### src/rtl/rcs_pkg.sv
// rcs_pkg: constants, register map and carrier types for the run command selector
// assumes an APB slave with 32-bit data, one register per aligned word
package rcs_pkg;

   // register byte offsets
   localparam logic [7:0] RCS_OFS_CHANNEL  = 8'h00;
   localparam logic [7:0] RCS_OFS_COMMSRC  = 8'h04;
   localparam logic [7:0] RCS_OFS_IN1FN    = 8'h08;
   localparam logic [7:0] RCS_OFS_IN2FN    = 8'h0C;
   localparam logic [7:0] RCS_OFS_IN3FN    = 8'h10;
   localparam logic [7:0] RCS_OFS_IN4FN    = 8'h14;
   localparam logic [7:0] RCS_OFS_FAST1FN  = 8'h18;
   localparam logic [7:0] RCS_OFS_FAST2FN  = 8'h1C;
   localparam logic [7:0] RCS_OFS_WIRING   = 8'h20;
   localparam logic [7:0] RCS_OFS_STATUS   = 8'h24;
   localparam logic [7:0] RCS_OFS_COMMCMD  = 8'h28;
   localparam logic [7:0] RCS_OFS_ID       = 8'h2C;

   // identification word, value arbitrary
   localparam logic [31:0] RCS_ID_VALUE    = 32'h0000_5A01;

   // reset values
   localparam logic [15:0] RCS_RST_CHANNEL = 16'h0000;
   localparam logic [15:0] RCS_RST_COMMSRC = 16'h0000;
   localparam logic [15:0] RCS_RST_IN1FN   = 16'h0001;
   localparam logic [15:0] RCS_RST_IN2FN   = 16'h0004;
   localparam logic [15:0] RCS_RST_IN3FN   = 16'h0007;
   localparam logic [15:0] RCS_RST_IN4FN   = 16'h0000;
   localparam logic [15:0] RCS_RST_FASTFN  = 16'h0000;
   localparam logic [15:0] RCS_RST_WIRING  = 16'h0000;

   // range limits
   localparam logic [15:0] RCS_MAX_CHANNEL = 16'h0002;
   localparam logic [15:0] RCS_MAX_COMMSRC = 16'h0006;
   localparam logic [15:0] RCS_MAX_FUNC    = 16'h005F;
   localparam logic [15:0] RCS_MAX_WIRING  = 16'h0003;

   // channel codes
   localparam logic [15:0] RCS_CH_KEYPAD   = 16'h0000;
   localparam logic [15:0] RCS_CH_TERMINAL = 16'h0001;
   localparam logic [15:0] RCS_CH_COMM     = 16'h0002;

   // input function codes
   localparam logic [15:0] RCS_FN_FWD      = 16'h0001;
   localparam logic [15:0] RCS_FN_REV      = 16'h0002;
   localparam logic [15:0] RCS_FN_ENA3W    = 16'h0003;
   localparam logic [15:0] RCS_FN_JOGF     = 16'h0004;
   localparam logic [15:0] RCS_FN_JOGR     = 16'h0005;
   localparam logic [15:0] RCS_FN_COAST    = 16'h0006;

   // wiring mode codes
   localparam logic [15:0] RCS_WM_2W1      = 16'h0000;
   localparam logic [15:0] RCS_WM_2W2      = 16'h0001;
   localparam logic [15:0] RCS_WM_3W1      = 16'h0002;
   localparam logic [15:0] RCS_WM_3W2      = 16'h0003;

   // status / comm command bit positions
   localparam int RCS_ST_RUN   = 0;
   localparam int RCS_ST_REV   = 1;
   localparam int RCS_ST_JOG   = 2;
   localparam int RCS_ST_COAST = 3;
   localparam int RCS_CC_RUN   = 0;
   localparam int RCS_CC_REV   = 1;
   localparam int RCS_CC_STOP  = 2;

   // number of input terminals
   localparam int RCS_NUM_IN = 6;

   // command carried to the drive core
   typedef struct packed {
      logic run;
      logic reverse;
      logic jog;
      logic coast;
   } rcs_cmd_s;

   // apb request from the master
   typedef struct packed {
      logic        psel;
      logic        penable;
      logic        pwrite;
      logic [7:0]  paddr;
      logic [31:0] pwdata;
   } rcs_apb_req_s;

endpackage

### src/rtl/rcs_in_sync.sv
// rcs_in_sync: three-stage synchroniser with agreement filter for one pin
// assumes an asynchronous pin and the single system clock
`timescale 1ns/10ps
`default_nettype none
module rcs_in_sync
(
   // clock and reset
   input  wire logic clock,
   input  wire logic reset,
   // pin and filtered level
   input  wire logic pinIn,
   output var  logic level
);

   typedef struct packed {
      logic s1;
      logic s2;
      logic s3;
      logic lvl;
   } rcs_sync_s;

   rcs_sync_s state_r;
   rcs_sync_s state_nxt;

   always_comb
   begin
      state_nxt     = state_r;
      state_nxt.s1  = pinIn;
      state_nxt.s2  = state_r.s1;
      state_nxt.s3  = state_r.s2;
      // a change counts once stages two and three agree
      if (state_r.s2 == state_r.s3)
      begin
         state_nxt.lvl = state_r.s3;
      end
   end

   always_ff @(posedge clock)
   begin
      if (reset)
      begin
         state_r <= '0;
      end
      else
      begin
         state_r <= state_nxt;
      end
   end

   assign level = state_r.lvl;

endmodule
`default_nettype wire

### src/rtl/rcs_run_command_selector.sv
// rcs_run_command_selector: picks run/stop/direction/jog from keypad, terminals or comm
// assumes an APB master on the system clock; keys and terminals are asynchronous pins
`timescale 1ns/10ps
`default_nettype none
module rcs_run_command_selector
   import rcs_pkg::*;
#(
   parameter int NUM_COMM = 7
)
(
   // clock and reset
   input  wire logic        clock,
   input  wire logic        reset,
   // apb slave
   input  wire logic        psel,
   input  wire logic        penable,
   input  wire logic        pwrite,
   input  wire logic [7:0]  paddr,
   input  wire logic [31:0] pwdata,
   output var  logic [31:0] prdata,
   output var  logic        pready,
   output var  logic        pslverr,
   // keypad keys, asynchronous
   input  wire logic        keyRun,
   input  wire logic        keyStop,
   // digital input terminals, asynchronous: four general then two fast
   input  wire logic [5:0]  digitalIn,
   // external stop from another source
   input  wire logic        extStop,
   // communication commands, one valid strobe per source, same clock
   input  wire logic [NUM_COMM-1:0] commValid,
   input  wire logic [NUM_COMM-1:0] commRun,
   input  wire logic [NUM_COMM-1:0] commReverse,
   input  wire logic [NUM_COMM-1:0] commStop,
   // drive command out
   output var  logic        runCmd,
   output var  logic        reverseCmd,
   output var  logic        jogCmd,
   output var  logic        coastCmd,
   output var  logic        runIndicator
);

   if (NUM_COMM != 32'(RCS_MAX_COMMSRC) + 1)
   begin : g_bad_comm
      $error("NUM_COMM must equal the number of comm sources");
   end

   typedef struct packed {
      logic [15:0] channel;
      logic [15:0] commSrc;
      logic [RCS_NUM_IN-1:0][15:0] inFunc;
      logic [15:0] wiring;
      logic [31:0] rdata;
      logic        ready;
      logic        slverr;
      logic        fwdPrev;
      logic        revPrev;
      logic        keyRunPrev;
      logic        keyStopPrev;
      logic        latched;
      logic        needRetrig;
      rcs_cmd_s    cmd;
   } rcs_state_s;

   rcs_state_s state_r;
   rcs_state_s state_nxt;

   logic [RCS_NUM_IN-1:0] inLvl;
   logic                  keyRunLvl;
   logic                  keyStopLvl;

   // one filter per pin
   genvar gi;
   generate
      for (gi = 0; gi < RCS_NUM_IN; gi++)
      begin : g_in
         rcs_in_sync u_sync
         (
            .clock (clock),
            .reset (reset),
            .pinIn (digitalIn[gi]),
            .level (inLvl[gi])
         );
      end
   endgenerate

   rcs_in_sync u_key_run
   (
      .clock (clock),
      .reset (reset),
      .pinIn (keyRun),
      .level (keyRunLvl)
   );

   rcs_in_sync u_key_stop
   (
      .clock (clock),
      .reset (reset),
      .pinIn (keyStop),
      .level (keyStopLvl)
   );

   // gather terminal functions: a function is active if any input carrying it is on
   logic fwdIn;
   logic revIn;
   logic enaIn;
   logic jogFIn;
   logic jogRIn;
   logic coastIn;

   always_comb
   begin
      fwdIn   = 1'b0;
      revIn   = 1'b0;
      enaIn   = 1'b0;
      jogFIn  = 1'b0;
      jogRIn  = 1'b0;
      coastIn = 1'b0;
      for (int i = 0; i < RCS_NUM_IN; i++)
      begin
         if (inLvl[i])
         begin
            fwdIn   = fwdIn   | (state_r.inFunc[i] == RCS_FN_FWD);
            revIn   = revIn   | (state_r.inFunc[i] == RCS_FN_REV);
            enaIn   = enaIn   | (state_r.inFunc[i] == RCS_FN_ENA3W);
            jogFIn  = jogFIn  | (state_r.inFunc[i] == RCS_FN_JOGF);
            jogRIn  = jogRIn  | (state_r.inFunc[i] == RCS_FN_JOGR);
            coastIn = coastIn | (state_r.inFunc[i] == RCS_FN_COAST);
         end
      end
   end

   logic       apbAccess;
   logic       wrOk;
   logic [7:0] idx;
   logic       fwdRise;
   logic       revRise;
   logic       revToggle;
   logic       twoWire;
   logic       twoRun;
   logic       twoRev;

   always_comb
   begin
      state_nxt  = state_r;
      apbAccess  = psel && penable;
      idx        = 8'h00;
      wrOk       = 1'b0;
      fwdRise    = fwdIn && !state_r.fwdPrev;
      revRise    = revIn && !state_r.revPrev;
      revToggle  = revIn != state_r.revPrev;
      twoWire    = (state_r.wiring == RCS_WM_2W1) || (state_r.wiring == RCS_WM_2W2);
      twoRun     = 1'b0;
      twoRev     = 1'b0;

      // apb: zero wait states, answer in the access cycle
      state_nxt.ready  = 1'b0;
      state_nxt.slverr = 1'b0;
      // write legality is settled in setup so that the error stands with pready
      unique case (paddr)
         RCS_OFS_CHANNEL: wrOk = pwdata[15:0] <= RCS_MAX_CHANNEL;
         RCS_OFS_COMMSRC: wrOk = pwdata[15:0] <= RCS_MAX_COMMSRC;
         RCS_OFS_IN1FN, RCS_OFS_IN2FN, RCS_OFS_IN3FN, RCS_OFS_IN4FN,
         RCS_OFS_FAST1FN, RCS_OFS_FAST2FN:
            wrOk = pwdata[15:0] <= RCS_MAX_FUNC;
         RCS_OFS_WIRING:  wrOk = pwdata[15:0] <= RCS_MAX_WIRING;
         default:         wrOk = 1'b0;
      endcase
      if (psel && !penable)
      begin
         state_nxt.ready = 1'b1;
         state_nxt.rdata = 32'h0000_0000;
         unique case (paddr)
            RCS_OFS_CHANNEL: state_nxt.rdata = {16'h0000, state_r.channel};
            RCS_OFS_COMMSRC: state_nxt.rdata = {16'h0000, state_r.commSrc};
            RCS_OFS_IN1FN:   state_nxt.rdata = {16'h0000, state_r.inFunc[0]};
            RCS_OFS_IN2FN:   state_nxt.rdata = {16'h0000, state_r.inFunc[1]};
            RCS_OFS_IN3FN:   state_nxt.rdata = {16'h0000, state_r.inFunc[2]};
            RCS_OFS_IN4FN:   state_nxt.rdata = {16'h0000, state_r.inFunc[3]};
            RCS_OFS_FAST1FN: state_nxt.rdata = {16'h0000, state_r.inFunc[4]};
            RCS_OFS_FAST2FN: state_nxt.rdata = {16'h0000, state_r.inFunc[5]};
            RCS_OFS_WIRING:  state_nxt.rdata = {16'h0000, state_r.wiring};
            RCS_OFS_STATUS:
            begin
               state_nxt.rdata[RCS_ST_RUN]   = state_r.cmd.run;
               state_nxt.rdata[RCS_ST_REV]   = state_r.cmd.reverse;
               state_nxt.rdata[RCS_ST_JOG]   = state_r.cmd.jog;
               state_nxt.rdata[RCS_ST_COAST] = state_r.cmd.coast;
            end
            RCS_OFS_COMMCMD: state_nxt.rdata = 32'h0000_0000;
            RCS_OFS_ID:      state_nxt.rdata = RCS_ID_VALUE;
            default:         state_nxt.slverr = 1'b1;
         endcase
         if (pwrite)
         begin
            state_nxt.slverr = !wrOk;
         end
      end
      // a refused write leaves the register as it was
      if (apbAccess && state_r.ready && pwrite && wrOk)
      begin
         unique case (paddr)
            RCS_OFS_CHANNEL: state_nxt.channel = pwdata[15:0];
            RCS_OFS_COMMSRC: state_nxt.commSrc = pwdata[15:0];
            RCS_OFS_IN1FN, RCS_OFS_IN2FN, RCS_OFS_IN3FN, RCS_OFS_IN4FN,
            RCS_OFS_FAST1FN, RCS_OFS_FAST2FN:
            begin
               idx = (paddr - RCS_OFS_IN1FN) >> 2;
               state_nxt.inFunc[idx[2:0]] = pwdata[15:0];
            end
            RCS_OFS_WIRING:  state_nxt.wiring = pwdata[15:0];
            default:         idx = 8'h00;
         endcase
      end

      state_nxt.fwdPrev     = fwdIn;
      state_nxt.revPrev     = revIn;
      state_nxt.keyRunPrev  = keyRunLvl;
      state_nxt.keyStopPrev = keyStopLvl;

      // command engine
      unique case (state_r.channel)
         RCS_CH_KEYPAD:
         begin
            state_nxt.cmd.jog     = 1'b0;
            state_nxt.cmd.coast   = 1'b0;
            state_nxt.cmd.reverse = 1'b0;
            if (keyStopLvl && !state_r.keyStopPrev)
               state_nxt.cmd.run = 1'b0;
            else if (keyRunLvl && !state_r.keyRunPrev)
               state_nxt.cmd.run = 1'b1;
         end
         RCS_CH_TERMINAL:
         begin
            state_nxt.cmd.coast = coastIn;
            state_nxt.cmd.jog   = (jogFIn ^ jogRIn) && !state_r.cmd.run;
            if (twoWire)
            begin
               if (state_r.wiring == RCS_WM_2W1)
               begin
                  twoRun = fwdIn ^ revIn;
                  twoRev = revIn;
               end
               else
               begin
                  twoRun = fwdIn;
                  twoRev = revIn;
               end
               // a stop from elsewhere blocks until the command is released
               if (extStop || coastIn)
                  state_nxt.needRetrig = twoRun;
               else if (!twoRun)
                  state_nxt.needRetrig = 1'b0;
               state_nxt.cmd.run     = twoRun && !state_r.needRetrig && !extStop && !coastIn;
               state_nxt.cmd.reverse = twoRun ? twoRev : state_r.cmd.reverse;
            end
            else
            begin
               state_nxt.needRetrig = 1'b0;
               if (!enaIn || extStop || coastIn)
                  state_nxt.cmd.run = 1'b0;
               else if (state_r.wiring == RCS_WM_3W1)
               begin
                  if (!state_r.cmd.run && fwdRise)
                  begin
                     state_nxt.cmd.run     = 1'b1;
                     state_nxt.cmd.reverse = revIn;
                  end
                  else if (state_r.cmd.run && revToggle)
                     state_nxt.cmd.reverse = !state_r.cmd.reverse;
               end
               else
               begin
                  if (fwdRise)
                  begin
                     state_nxt.cmd.run     = 1'b1;
                     state_nxt.cmd.reverse = 1'b0;
                  end
                  else if (revRise)
                  begin
                     state_nxt.cmd.run     = 1'b1;
                     state_nxt.cmd.reverse = 1'b1;
                  end
               end
            end
            if (state_nxt.cmd.jog)
               state_nxt.cmd.reverse = jogRIn;
         end
         RCS_CH_COMM:
         begin
            state_nxt.cmd.jog   = 1'b0;
            state_nxt.cmd.coast = 1'b0;
            // only the selected source is heard
            if (commValid[state_r.commSrc[2:0]])
            begin
               if (commStop[state_r.commSrc[2:0]])
                  state_nxt.cmd.run = 1'b0;
               else if (commRun[state_r.commSrc[2:0]])
               begin
                  state_nxt.cmd.run     = 1'b1;
                  state_nxt.cmd.reverse = commReverse[state_r.commSrc[2:0]];
               end
            end
         end
         default:
         begin
            state_nxt.cmd = '0;
         end
      endcase

      // leaving a channel always drops the command
      if (state_nxt.channel != state_r.channel)
      begin
         state_nxt.cmd        = '0;
         state_nxt.needRetrig = 1'b0;
      end
   end

   always_ff @(posedge clock)
   begin
      if (reset)
      begin
         state_r             <= '0;
         state_r.channel     <= RCS_RST_CHANNEL;
         state_r.commSrc     <= RCS_RST_COMMSRC;
         state_r.inFunc[0]   <= RCS_RST_IN1FN;
         state_r.inFunc[1]   <= RCS_RST_IN2FN;
         state_r.inFunc[2]   <= RCS_RST_IN3FN;
         state_r.inFunc[3]   <= RCS_RST_IN4FN;
         state_r.inFunc[4]   <= RCS_RST_FASTFN;
         state_r.inFunc[5]   <= RCS_RST_FASTFN;
         state_r.wiring      <= RCS_RST_WIRING;
      end
      else
      begin
         state_r <= state_nxt;
      end
   end

   assign prdata       = state_r.rdata;
   assign pready       = state_r.ready;
   assign pslverr      = state_r.slverr;
   assign runCmd       = state_r.cmd.run;
   assign reverseCmd   = state_r.cmd.reverse;
   assign jogCmd       = state_r.cmd.jog;
   assign coastCmd     = state_r.cmd.coast;
   assign runIndicator = state_r.cmd.run;

endmodule
`default_nettype wire
### config.mk
export PLATFORM = sky130hd
export DESIGN_NAME = rcs_run_command_selector
export DESIGN_NICKNAME = d
export VERILOG_FILES = /design/src/rtl/rcs_pkg.sv /design/src/rtl/rcs_in_sync.sv /design/src/rtl/rcs_run_command_selector.sv
export SDC_FILE = /design/constraint.sdc
export NUM_CORES = 1
export LEC_CHECK = 0
export BUFFER_PORTS_ARGS = -buffer_cell sky130_fd_sc_hd__buf_2
export CAP_MARGIN = 20
export CORE_MARGIN = 2
export CORE_UTILIZATION = 57
export DETAILED_ROUTE_END_ITERATION = 16
export GPL_ROUTABILITY_DRIVEN = 0
export PLACE_DENSITY = 0.86
export SYNTH_ARGS = -nofsm -noshare
export SYNTH_HDL_FRONTEND = slang
export SYNTH_HIERARCHICAL = 1
export SYNTH_SLANG_ARGS = --single-unit
### constraint.sdc
create_clock -name clock -period 3.4 [get_ports clock]
set_input_delay 0.17 -clock clock [delete_from_list [all_inputs] [get_ports clock]]
set_output_delay 0.17 -clock clock [all_outputs]
set_load 0.01 [all_outputs]
==> flow_summary.ini <==
[power]
pwr-share-comb_pct = 3.7
seq_power_share_pct = 49.1
vdd_ir_drop_max_uv = 368
power_density_mw_per_mm2 = 494
total_leakage_power_nw = 3.77
switching_share_pct = 21.2
p_int_mw = 3.85
clock_power_share_pct = 47.2
p_switching_mw = 1.04

[timing]
fin_ws_ns = 0.179
fin_crit_sh_pct = 94.7
tns_ns = 0
hold_viol = 0
skew_ns = 0.0225
rsz0062_at_grt = false
max_freq_ghz = 0.310
slew_headroom_pct = 29.6
worst_pin_slew_ns = 1.05
setup_viol = 0
maxSlewViolCount = 0
min_period_ns = 3.22

[synth]
synth_edf_count = 0
synth_area_mm2 = 0.00862
seq_area_frac_synth_pct = 47.1
synth_cell_types = 64
synth-warning-count = 6
synthFlopType = dfxtp_1
ys_ff_latch = 203
yosys-top-cells-area = dfxtp_1 47%, and2_1 7.0%, mux2i_1 4.8%
synthArstFlopShare_pct = 0
avgSynthCellArea_um2 = 9.37
yosys.area.top_type_share_pct = 47.1
netlist_instances = 920
synth_top_area_cell = dfxtp_1

[critical_path]
cp_cell_sequence = or2_2 > or4b_2 > nor4_1 > nor4_1 > inv_1 > ha_1 > nand2b_1 > o311ai_1 > a31oi_1 > o32a_1 > a311oi_1 > a211oi_1
critPathCaptureType = flip-flop
cp-start-kind = flip-flop
cpPeakStageDelay_ns = 0.66
cp_common_cell = nor4_1
reg2reg_setup_slack_ns = 0.18
crit_slowest_cell = or4b_2
cp.arrival_ns = 3.59
crit_fanout = 4
cp.required_ns = 3.77
path_class = flip-flop to flip-flop

[outcome]
status = completed

[clocking]
clk_pin_slew_worst_paths_ns = 0.07
holdBufCountCts = 10
cts_buffer_depth = 3
cts_resized = 0
clock_sinks = 203
cts_made_buffers = 21
cts-root-buf = clkbuf_16
insertion_delay_ns = 0.50
cts_tree = built
postCtsSetupBuffers = 0
htreeDepth = 1

[floorplan]
rows = 44
fp.dieH_um = 127
io_pins = 121
start_util_pct = 58.9
dieArea_mm2 = 0.0161
fp.dieW_um = 127
core_mm2 = 0.0146

[layout]
stdcell_count = 1199
syn_to_final_growth_pct = 14.8
finalNetCount = 1085
layout-drive-gt1-share_pct = 15.8
multiInputGateArea_mm2 = 0.00416
final_core_util_pct = 67.6
regArea_mm2 = 0.00406
fillCellCount = 1117
diodes = 0

[detailed_routing]
vias = 7568
first_pass_iters = 8
drc = 0
vias_per_cell = 6.31
final_antenna_net_count = 0
wirelength_mm = 23.6
drt_iter0_markers = 913
avgRoutedWirePerCell_um = 19.7

[placement]
port_buffers = 88
dp.cells = 1153
dp_hpwl_mm = 16.5
post-place-ws_ns = 0.259

[grt]
antenna_found_initial = 0
grt_pass1_wl_mm = 36.7
grt_overflow = 0
grt_pass1_vias = 7056
grt_max_degree = 47
globalRouteTotalUtil_pct = 28.6

[run]
maxCapViolCount = 0

[hold_path]
holdCritPathClass = input port to flip-flop
-- worst max-delay path, delay by kind of cell, from the launching register on --
kind / cells / cell delay, ns
compound gates: 5 / 0.82
fa+ha+maj: 1 / 0.22
buf+inv: 1 / 0.09
simple gates: 5 / 1.63
flops: 1 / 0.34
-- kinds of logic after synthesis --
kind of cell | Yosys count | synth area share, %
AOI/OAI and AO/OA | 169 | 14.9
xor gates and xnor gates | 4 | 0.406
buffers and inverters | 84 | 5.31
DFF | 203 | 47.1
muxes | 45 | 5.80
adders and majority gates | 1 | 0.145
other | 1 | 0.0435
and+or+nand+nor | 413 | 26.2
-- layer usage --
| metal | track usage [%] | vias up | part of all wire (%) |
|---|---|---|---|
| li1 | - | 3457 | - |
| met3 | 7.87 | 76 | 11 |
| met4 | 12.0 | 0 | 4.2 |
| met1 | 37.7 | 3556 | 40 |
| met5 | 0 | - | 0 |
| met2 | 44.5 | 479 | 45 |
-- power groups by stage --
stage | clock, mW | combinational [mW] | sequential (mW)
final | 2.31 | 0.178 | 2.40
after floorplan | 0 | 0.105 | 2.45
after detailed placement | 0 | 0.166 | 2.45
after global placement | 0 | 0.162 | 2.45
after global routing | 2.44 | 0.194 | 2.40
after CTS | 2.34 | 0.176 | 2.40
-- synthesized netlist by cell type, types with 3 or more instances --
cell	n
dfxtp_1	203
nor2_1	100
and2_1	97
nand2_1	46
mux2i_1	41
clkbuf_1	38
nor2b_1	38
buf_4	36
a21oi_1	25
nor4_1	25
a22oi_1	23
a22o_1	22
nor3_1	22
a221oi_1	19
nand3_1	18
nand4_1	14
a222oi_1	11
nand2b_1	11
nor4b_1	9
a211oi_1	8
inv_1	8
o21ai_1	8
o32ai_1	8
or3_1	7
a211o_1	6
nand3b_1	5
o211ai_1	5
o21ai_0	5
a311oi_1	4
mux4_2	4
nor3b_1	4
o22ai_1	4
xor2_1	4
a21o_1	3
a31oi_1	3
-- placed cells by master (no fill, tap or decap), types with 9 or more instances in the layout --
master / count
a21oi_1: 25
a221oi_1: 19
a222oi_1: 11
a22o_1: 22
a22oi_1: 23
and2_1: 97
buf_2: 87
buf_4: 23
clkbuf_16: 21
conb_1: 16
dfxtp_1: 203
dlygate4sd3_1: 10
mux2i_1: 41
nand2_1: 46
nand2b_1: 11
nand3_1: 18
nand4_1: 14
nor2_1: 100
nor2b_1: 38
nor3_1: 21
nor4_1: 25
nor4b_1: 9
-- cell type report --
| cell class | count | share of cell area [%] |
|---|---|---|
| Clock buffer | 27 | 6.04 |
| Clock inverter | 9 | 1.05 |
| Inverter | 8 | 0.303 |
| Multi-Input combinational cell | 648 | 42.1 |
| Sequential cell | 203 | 41.1 |
| Tap cell | 184 | 2.33 |
| Timing Repair Buffer | 120 | 7.16 |
-- worst paths after layout --
check	to	cells after the start	startpoint
setup reg to reg	reverseCmd	12	flip-flop
hold reg to reg	g_in[0].u_sync/state_nxt[1]	1	g_in[0].u_sync/state_nxt[2]
setup / recovery	reverseCmd	12	flip-flop
hold / removal	flip-flop	3	pwdata[5]
-- through the flow --
step / cell area [um2] / power (mW) / hold WS [ns]
6_report: 9900 / 4.89 / 0.0169
5_1_grt: 9900 / 5.03 / 0.0281
2_1_floorplan: 8680 / 2.56 / 0.239
4_1_cts: 9900 / 4.91 / 0.000959
3_5_place_dp: 9090 / 2.62 / 0.381
3_3_place_gp: 9090 / 2.61 / 0.376
Power figures use the tool's default switching activity.
